$ cat config.mk
export PLATFORM = sky130hd
export DESIGN_NAME = forwarding_lookup_control
export DESIGN_NICKNAME = d
export VERILOG_FILES = /design/src/fwd_lookup_pkg.sv /design/src/forwarding_lookup_control.sv
export SDC_FILE = /design/constraint.sdc
export NUM_CORES = 1
export LEC_CHECK = 0
export ABC_AREA = 1
export BUFFER_PORTS_ARGS = -buffer_cell sky130_fd_sc_hd__buf_4
export CAP_MARGIN = 20
export CORE_ASPECT_RATIO = 0.5
export CORE_MARGIN = 4
export CORE_UTILIZATION = 49
export CTS_BUF_LIST = sky130_fd_sc_hd__clkbuf_4 sky130_fd_sc_hd__clkbuf_8
export DETAILED_ROUTE_END_ITERATION = 10
export HOLD_SLACK_MARGIN = 0.12
export PLACE_DENSITY = 0.76
export SLEW_MARGIN = 20
export SYNTH_ARGS = -nofsm -noshare
export SYNTH_HDL_FRONTEND = slang
export SYNTH_SLANG_ARGS = --single-unit
$ cat constraint.sdc
create_clock -name mclk_i -period 5.25 [get_ports mclk_i]
set_input_delay 1.05 -clock mclk_i [delete_from_list [all_inputs] [get_ports mclk_i]]
set_output_delay 1.05 -clock mclk_i [all_outputs]
set_load 0.02 [all_outputs]
$ cat src/fwd_lookup_pkg.sv
// constants and types for the forwarding lookup control block
package fwd_lookup_pkg;

  // register offsets (byte registers)
  localparam logic [7:0] DA_OFS        = 8'h0A;
  localparam int         DA_BYTES      = 6;
  localparam logic [7:0] CALC_STAT_OFS = 8'h10;
  localparam logic [7:0] KEY_LO_OFS    = 8'h11;
  localparam logic [7:0] KEY_HI_OFS    = 8'h12;
  localparam logic [7:0] MISS_EN_LO    = 8'h13;
  localparam logic [7:0] MISS_EN_HI    = 8'h14;
  localparam logic [7:0] MISS_CNT_LO   = 8'h15;
  localparam logic [7:0] MISS_CNT_HI   = 8'h16;
  localparam logic [7:0] CONF_CNT_LO   = 8'h17;
  localparam logic [7:0] CONF_CNT_HI   = 8'h18;
  localparam logic [7:0] UC_MASK_LO    = 8'h19;
  localparam logic [7:0] UC_MASK_HI    = 8'h1A;
  localparam logic [7:0] MC_MASK_LO    = 8'h1B;
  localparam logic [7:0] MC_MASK_HI    = 8'h1C;
  localparam logic [7:0] OVR_SEL_OFS   = 8'h1D;
  localparam logic [7:0] OVR_LO_OFS    = 8'h1E;
  localparam logic [7:0] OVR_HI_OFS    = 8'h1F;
  localparam logic [7:0] SPECIAL_OFS   = 8'h20;
  localparam logic [7:0] FWD_CFG_OFS   = 8'h21;
  localparam logic [7:0] DROP_LO_OFS   = 8'h22;
  localparam logic [7:0] DROP_HI_OFS   = 8'h23;

  // widths and ports
  localparam int         PORTS    = 10;
  localparam int         OVR_W    = 9;
  localparam int         KEY_W    = 11;
  localparam int         TAG_W    = 39;
  localparam int         TAG_LSB  = 9;
  localparam logic [3:0] PORT_CPU = 4'h8;
  localparam logic [3:0] PORT_MII = 4'h9;

  // reset values
  localparam logic [9:0] MISS_EN_RST = 10'h1FF;
  localparam logic [9:0] UC_MASK_RST = 10'h1FF;
  localparam logic [9:0] MC_MASK_RST = 10'h1FF;

  // fixed masks and frame classes
  localparam logic [9:0]  CPU_BIT      = 10'h100;
  localparam logic [9:0]  ALL_PORTS    = 10'h3FF;
  localparam logic [47:0] BCAST_ADDR   = 48'hFFFF_FFFF_FFFF;
  localparam logic [47:0] STP_ADDR     = 48'h0180_C200_0000;
  localparam logic [43:0] RES_MC_HEAD  = 44'h0180_C200_000;
  localparam logic [3:0]  RES_MC_FIRST = 4'h2;

  // hash calculation: serial crc over the 48 address bits
  localparam logic [10:0] CRC11_POLY  = 11'h0385;
  localparam logic [5:0]  CALC_CYCLES = 6'h30;

  typedef enum logic {CALC_IDLE, CALC_RUN} calc_state_t;

  typedef struct packed {
    logic [3:0]  src_port;
    logic [47:0] dest;
    logic        hit;
    logic [9:0]  hit_mask;
  } lookup_req_t;

  typedef struct packed {
    logic [9:0] dest_mask;
    logic       override_used;
    logic       dropped;
  } lookup_res_t;

  typedef struct packed {
    calc_state_t  calc;
    logic [5:0]   calc_cnt;
    logic [47:0]  da;
    logic [47:0]  shift;
    logic [10:0]  crc;
    logic [10:0]  key;
    logic [38:0]  tag;
    logic [9:0]   miss_en;
    logic [15:0]  miss_cnt;
    logic [7:0]   miss_hi;
    logic [15:0]  conf_cnt;
    logic [7:0]   conf_hi;
    logic [9:0]   uc_mask;
    logic [9:0]   mc_mask;
    logic         ovr_sel;
    logic [8:0]   ovr;
    logic [7:0]   special;
    logic [3:0]   fwd_cfg;
    logic [7:0]   rdata;
    logic         res_valid;
    lookup_res_t  res;
  } state_t;

endpackage

$ cat src/forwarding_lookup_control.sv
// forwarding lookup control and status registers
//
// Local design decision: the address-and-strobe port.
`timescale 1ns/100ps
`default_nettype none

module forwarding_lookup_control
  import fwd_lookup_pkg::*;
(
  // clock and reset
  input  wire logic              mclk_i,
  input  wire logic              rstn_i,
  // register port
  input  wire logic [7:0]        reg_addr_i,
  input  wire logic [7:0]        reg_wdata_i,
  input  wire logic              reg_wr_i,
  input  wire logic              reg_rd_i,
  output logic      [7:0]        reg_rdata_o,
  // lookup request from the lookup engine
  input  wire logic              lk_valid_i,
  input  wire lookup_req_t       lk_req_i,
  input  wire logic [47:0]       own_addr_i,
  input  wire logic              hash_conflict_i,
  // congestion status from transmit logic
  input  wire logic [8:0]        drop_on_i,
  input  wire logic [9:0]        port_congested_i,
  // forwarding result
  output logic                   fwd_valid_o,
  output lookup_res_t            fwd_res_o,
  // hash calculation result
  output logic                   hash_calc_busy_o,
  output logic [10:0]            hash_key_o,
  output logic [38:0]            hash_tag_o
);

  state_t s_q;
  state_t s_d;

  // per-port congestion hit between a mask and the congested ports
  logic [9:0] cong_hit;
  logic [9:0] pre_mask;

  genvar g;
  generate
    for (g = 0; g < PORTS; g++)
    begin : g_cong
      assign cong_hit[g] = pre_mask[g] & port_congested_i[g];
    end
  endgenerate

  // frame classification of the requested destination
  logic [9:0] src_bit;
  logic       is_bcast;
  logic       is_mcast;
  logic       is_stp;
  logic       is_res_mc;
  logic       is_own;
  logic       ovr_hit;
  logic       drop_src;

  always_comb
  begin
    src_bit   = 10'(1) << lk_req_i.src_port;
    is_bcast  = lk_req_i.dest == BCAST_ADDR;
    is_mcast  = lk_req_i.dest[40];
    is_stp    = lk_req_i.dest == STP_ADDR;
    is_res_mc = (lk_req_i.dest[47:4] == RES_MC_HEAD)
                && (lk_req_i.dest[3:0] >= RES_MC_FIRST);
    is_own    = !is_mcast && (lk_req_i.dest == own_addr_i);
    ovr_hit   = (s_q.ovr != '0) && (lk_req_i.src_port ==
                (s_q.ovr_sel ? PORT_MII : PORT_CPU));
    drop_src  = (lk_req_i.src_port < PORT_MII)
                && drop_on_i[lk_req_i.src_port[3:0]];
  end

  // forwarding decision before congestion drop
  logic count_miss;

  always_comb
  begin
    pre_mask   = '0;
    count_miss = 1'b0;
    if (ovr_hit)
    begin
      pre_mask = {1'b0, s_q.ovr};
    end
    else if (is_bcast && lk_req_i.src_port == PORT_CPU && s_q.special[0])
    begin
      pre_mask = '0;
    end
    else if (is_stp)
    begin
      if (s_q.fwd_cfg[1])
        pre_mask = CPU_BIT;
      else
        pre_mask = ALL_PORTS & ~src_bit;
    end
    else if (is_res_mc)
    begin
      pre_mask = s_q.fwd_cfg[3] ? CPU_BIT : '0;
    end
    else if (is_own && s_q.fwd_cfg[2])
    begin
      pre_mask = CPU_BIT;
    end
    else if (is_bcast)
    begin
      pre_mask = ALL_PORTS & ~CPU_BIT & ~src_bit;
      if (s_q.fwd_cfg[0])
        pre_mask = pre_mask | CPU_BIT;
    end
    else if (lk_req_i.hit)
    begin
      pre_mask = lk_req_i.hit_mask;
    end
    else
    begin
      pre_mask   = is_mcast ? s_q.mc_mask : s_q.uc_mask;
      count_miss = |(s_q.miss_en & src_bit);
    end
  end

  // next state
  logic       miss_clr;
  logic       conf_clr;
  logic       miss_inc;

  always_comb
  begin
    s_d      = s_q;
    miss_clr = reg_rd_i && reg_addr_i == MISS_CNT_LO;
    conf_clr = reg_rd_i && reg_addr_i == CONF_CNT_LO;
    miss_inc = lk_valid_i && count_miss;

    // lookup result, registered
    s_d.res_valid         = lk_valid_i;
    s_d.res.override_used = lk_valid_i && ovr_hit;
    s_d.res.dropped       = lk_valid_i && drop_src && |cong_hit;
    s_d.res.dest_mask     = '0;
    if (lk_valid_i)
    begin
      s_d.res.dest_mask = (drop_src && |cong_hit) ? '0 : pre_mask;
      if (ovr_hit)
        s_d.ovr = '0;
    end

    // hash calculation sequencer
    unique case (s_q.calc)
      CALC_IDLE:
      begin
        s_d.calc_cnt = '0;
      end
      CALC_RUN:
      begin
        s_d.shift    = {s_q.shift[46:0], 1'b0};
        s_d.crc      = {s_q.crc[9:0], 1'b0}
                       ^ ((s_q.crc[10] ^ s_q.shift[47]) ? CRC11_POLY : '0);
        s_d.calc_cnt = s_q.calc_cnt + 6'(1);
        if (s_q.calc_cnt == CALC_CYCLES - 6'(1))
        begin
          s_d.calc = CALC_IDLE;
          s_d.key  = s_d.crc;
        end
      end
    endcase

    // statistics counters: clear on read, set wins, saturate
    if (miss_clr)
      s_d.miss_cnt = '0;
    if (miss_inc && s_d.miss_cnt != '1)
      s_d.miss_cnt = s_d.miss_cnt + 16'(1);
    if (conf_clr)
      s_d.conf_cnt = '0;
    if (hash_conflict_i && s_d.conf_cnt != '1)
      s_d.conf_cnt = s_d.conf_cnt + 16'(1);

    // register read, data in the following cycle
    s_d.rdata = '0;
    if (reg_rd_i)
    begin
      unique case (reg_addr_i)
        CALC_STAT_OFS: s_d.rdata = {7'h00, s_q.calc == CALC_RUN};
        KEY_LO_OFS:    s_d.rdata = s_q.key[7:0];
        KEY_HI_OFS:    s_d.rdata = {5'h00, s_q.key[10:8]};
        MISS_EN_LO:    s_d.rdata = s_q.miss_en[7:0];
        MISS_EN_HI:    s_d.rdata = {6'h00, s_q.miss_en[9:8]};
        MISS_CNT_LO:
        begin
          s_d.rdata   = s_q.miss_cnt[7:0];
          s_d.miss_hi = s_q.miss_cnt[15:8];
        end
        MISS_CNT_HI:   s_d.rdata = s_q.miss_hi;
        CONF_CNT_LO:
        begin
          s_d.rdata   = s_q.conf_cnt[7:0];
          s_d.conf_hi = s_q.conf_cnt[15:8];
        end
        CONF_CNT_HI:   s_d.rdata = s_q.conf_hi;
        UC_MASK_LO:    s_d.rdata = s_q.uc_mask[7:0];
        UC_MASK_HI:    s_d.rdata = {6'h00, s_q.uc_mask[9:8]};
        MC_MASK_LO:    s_d.rdata = s_q.mc_mask[7:0];
        MC_MASK_HI:    s_d.rdata = {6'h00, s_q.mc_mask[9:8]};
        OVR_SEL_OFS:   s_d.rdata = {7'h00, s_q.ovr_sel};
        OVR_LO_OFS:    s_d.rdata = s_q.ovr[7:0];
        OVR_HI_OFS:    s_d.rdata = {7'h00, s_q.ovr[8]};
        SPECIAL_OFS:   s_d.rdata = s_q.special;
        FWD_CFG_OFS:   s_d.rdata = {4'h0, s_q.fwd_cfg};
        DROP_LO_OFS:   s_d.rdata = drop_on_i[7:0];
        DROP_HI_OFS:   s_d.rdata = {7'h00, drop_on_i[8]};
        default:
        begin
          for (int k = 0; k < DA_BYTES; k++)
          begin
            if (reg_addr_i == DA_OFS + 8'(k))
              s_d.rdata = s_q.da[47 - 8 * k -: 8];
          end
        end
      endcase
    end

    // register write; a write to the override mask beats its self-clear
    if (reg_wr_i)
    begin
      unique case (reg_addr_i)
        MISS_EN_LO:  s_d.miss_en[7:0] = reg_wdata_i;
        MISS_EN_HI:  s_d.miss_en[9:8] = reg_wdata_i[1:0];
        UC_MASK_LO:  s_d.uc_mask[7:0] = reg_wdata_i;
        UC_MASK_HI:  s_d.uc_mask[9:8] = reg_wdata_i[1:0];
        MC_MASK_LO:  s_d.mc_mask[7:0] = reg_wdata_i;
        MC_MASK_HI:  s_d.mc_mask[9:8] = reg_wdata_i[1:0];
        OVR_SEL_OFS: s_d.ovr_sel = reg_wdata_i[0];
        OVR_LO_OFS:  s_d.ovr[7:0] = reg_wdata_i;
        OVR_HI_OFS:  s_d.ovr[8] = reg_wdata_i[0];
        SPECIAL_OFS: s_d.special = reg_wdata_i;
        FWD_CFG_OFS: s_d.fwd_cfg = reg_wdata_i[3:0];
        default:
        begin
          for (int k = 0; k < DA_BYTES; k++)
          begin
            if (reg_addr_i == DA_OFS + 8'(k))
            begin
              s_d.da[47 - 8 * k -: 8] = reg_wdata_i;
              s_d.calc                = CALC_RUN;
              s_d.calc_cnt            = '0;
              s_d.crc                 = '0;
            end
          end
          if (reg_addr_i >= DA_OFS && reg_addr_i < DA_OFS + 8'(DA_BYTES))
          begin
            s_d.shift = s_d.da;
            s_d.tag   = s_d.da[47:TAG_LSB];
          end
        end
      endcase
    end
  end

  always_ff @(posedge mclk_i or negedge rstn_i)
  begin
    if (!rstn_i)
    begin
      s_q         <= '0;
      s_q.calc    <= CALC_IDLE;
      s_q.miss_en <= MISS_EN_RST;
      s_q.uc_mask <= UC_MASK_RST;
      s_q.mc_mask <= MC_MASK_RST;
    end
    else
    begin
      s_q <= s_d;
    end
  end

  assign reg_rdata_o      = s_q.rdata;
  assign fwd_valid_o      = s_q.res_valid;
  assign fwd_res_o        = s_q.res;
  assign hash_calc_busy_o = s_q.calc == CALC_RUN;
  assign hash_key_o       = s_q.key;
  assign hash_tag_o       = s_q.tag;

endmodule

`default_nettype wire

==> results.md <==
- Run status: complete, no violations
- Clk_skew: between 10 and 15 ps
- Synth Area in Compound Gates: 14.41%
- Setup Viol. Count Final: 0
- Multiplexer area fraction after synthesis: 0.5314%
- Top_reg_cell synth: dfrtp_1
- Switching Share: between 30% and 40%
- Ys Warns: 0
- Maxcap violations: 0
- # hold bufs at CTS: 0
- Yosys cell types: 52
- Largest net degree at the start of global routing: 128
- Drt pass-1 iters: 6
- Worst skew pair latency: 580 ps
- # fillers: about 3200
- Final nets: approximately 2600
- Final Max Tran Viols: 0
- Critical Path RT: 5760 ps
- Die boundary width: approximately 270 µm
- Clk slew on worst S/H paths: approximately 60 ps
- N_diodes: 0
- First-pass GRT wire length: 81.90 mm
- Worst-margin pin slew: roughly 1000 ps
- CTS Root Cell: clkbuf_8
- Design area: 0.01913 mm²
- Post-Synthesis Cells: 2350
- Post-route setup TNS: 0 ps
- Post-cts sizing count: 0
- CP arrival: between 3000 and 4000 ps
- Via Count: 15920
- CP Launch Type: input pin
- Die Area: 0.03732 mm²
- Worst slew margin: 33.10%
- Total GRT Usage: 26.88%
- Sequential share of power: 44.8%
- Overflow after GRT: 0
- Layout cells sized above 1: 15.91%
- Most common cell after layout, fill and taps aside: nand2_1
- Vias per cell: 5.376
- Internal cell power: 4.365 mW
- Largest area contributor in the netlist: dfrtp_1
- Die Y: roughly 140 µm
- Combinational share of power: ~26%
- P_leak: 9.380 nW
- Max frequency: 297.3 MHz
- Period utilization: 64.06%
- Top cells by area, synth: dfrtp_1 39%, nand2_1 15%, nor2_1 7.1%, o21ai_0 6.3%, inv_1 5.6%
- FF/Latch Area: 0.007167 mm²
- Clock Sinks: about 290
- Initial DRC count: 1594
- Post-DRT Antenna Nets: 0
- Worst vdd ir: between 150 and 200 µV
- Final hold vios: 0
- Io pins: 224
- Top cell type's share of synthesized area: ~39%
- Starting Density: 50.14%
- RSZ-0062 raised after global routing: false
- CP endpoint kind: register
- DRC: 0
- Placed Area: 0.01822 mm²
- Post-CTS Setup Inserts: 0
- Worst Hold Path Cells: 2
- Synth Area in Simple Gates: 28.24%
- Avg Inst Size Synth: 7.114 µm²
- H-tree depth: 2
- Min-Delay Path Class: register to register
- CP Class: input pin to register
- Adder-Cell Fraction of Synth Area: less than 1%
- Post-Syn Nets: around 2500
- Netlist Area Pre-Place: 0.01672 mm²
- Core box area: 0.03334 mm²
- Cts bufs inserted: 43
- I/O Buffers: ~220
- Detailed Route WL: roughly 51 mm
- Worst-path fanout max: 11
- #FFs+latches synth: 285
- Post-Synth XOR/XNOR Area: under 10%
- Number of flops mapped to enable cells by yosys: 0
- Hpwl dp: 38.94 mm
- Placer congestion estimate: roughly 0.96
- Min Tclk post-route: 3363 ps
- Area of the multi-input gates: ~0.0077 mm²
- Worst-case reg-to-reg path depth: 15
- Initial antenna violation count: 1
- Synth-to-layout area growth: 14.44%
- Vias in the first global route: 15200
- CTS tree: built
- Power per cell area: 344.3 mW/mm²
- Sequential share of the synthesized area: 42.86%
- CTS max path bufs: 3
- Most frequent cells in the layout: 684 x nand2_1, 317 x nor2_1, 257 x dfrtp_1
- Wire per inst: ~17 µm
- Largest family of logic cells by synthesized area: simple AND/OR/NAND/NOR gates
- Row count: 47
- P_sw: ~2.2 mW
- Async SR Flop Fraction: 100.0%
- Clock network power share: 29.5%
[worst paths after layout]
path                               from      endpoint  slack [ps]
hold / removal                  s_q[56]       s_q[56]         490
min in group asynchronous        rstn_i      s_q[196]         540
hold reg to reg                 s_q[56]       s_q[56]         490
setup / recovery           lk_req_i[12]  fwd_res_o[0]        1890
setup reg to reg                s_q[23]      s_q[100]        2510
max in group asynchronous        rstn_i      s_q[116]        3470
[through the flow]
step / util [%] / hold slack (ps) / power [mW] / instances / setup WS (ps)
6_report: 57.38 / 487.0 / 6.588 / 2962 / 1887
5_1_grt: 57.38 / 497.4 / 6.988 / 2962 / 1636
4_1_cts: 57.38 / 491.8 / 6.621 / 2962 / 1973
3_5_place_dp: 54.64 / 477.3 / 4.664 / 2886 / 1377
3_3_place_gp: 54.64 / 458.0 / 4.616 / 2886 / 1368
2_1_floorplan: - / 432.9 / 4.135 / 2350 / 1929
[power groups by stage]
stage                     Combinational, mW  Clock, mW  Sequential (mW)
after floorplan                        1.28          0             2.85
after global placement                 1.65          0             2.96
after detailed placement               1.69          0             2.98
after CTS                              1.70       1.98             2.94
after global routing                   1.91       2.09             2.99
final                                  1.69       1.94             2.95
[flip-flops by register name (all words and copies together) (netlist names)]
name / flops
hash_calc_busy_o: 1
fwd_valid_o: 1
hash_tag_o: 39
hash_key_o: 11
reg_rdata_o: 8
fwd_res_o: 12
s_q: 213
[cells in the mapped netlist (27+ instances only)]
| cell | number |
|---|---|
| nand2_1 | 684 |
| nor2_1 | 317 |
| dfrtp_1 | 258 |
| inv_1 | 249 |
| o21ai_0 | 211 |
| a21oi_1 | 114 |
| buf_4 | 73 |
| nand3_1 | 73 |
| clkbuf_1 | 53 |
| xor2_1 | 34 |
| dfstp_2 | 27 |
| nand4_1 | 27 |
[cells by family after synthesis]
kind of cell / Yosys count
AND/OR/NAND/NOR: 1166
AO/OA/AOI/OAI: 426
buffers and inverters: 414
flip-flops: 285
XOR/XNOR: 48
multiplexers: 8
adder cells (fa/ha/maj): 3
[layout make-up]
type	count	area share (%)
Multi-Input combinational cell	1651	40.13
Sequential cell	285	37.46
Timing Repair Buffer	241	9.495
Inverter	268	5.258
Clock buffer	67	4.362
Tap cell	441	2.884
Clock inverter	9	0.4185
[metal layers]
metal	GRT usage, %	wire [µm]	vias up
met5	0	0	-
met1	36.79	21840	7439
met2	44.88	23880	650
met4	7.635	1366	0
met3	4.114	4011	102
li1	-	-	7733
[worst max-delay path: stages]
cell and delay [ps]:
buf_4 130, nor3_1 290, nand2_1 80, nor2_1 90, nand3_1 100, nor2_1 550
clkinv_1 420, nand2_1 170, nand2_1 80, nand2_1 110, nand2_1 60, nand2_1 60
nor2_1 40, nand3_1 410, nand3_1 140, inv_1 90
(Power assumes the default switching activity.)
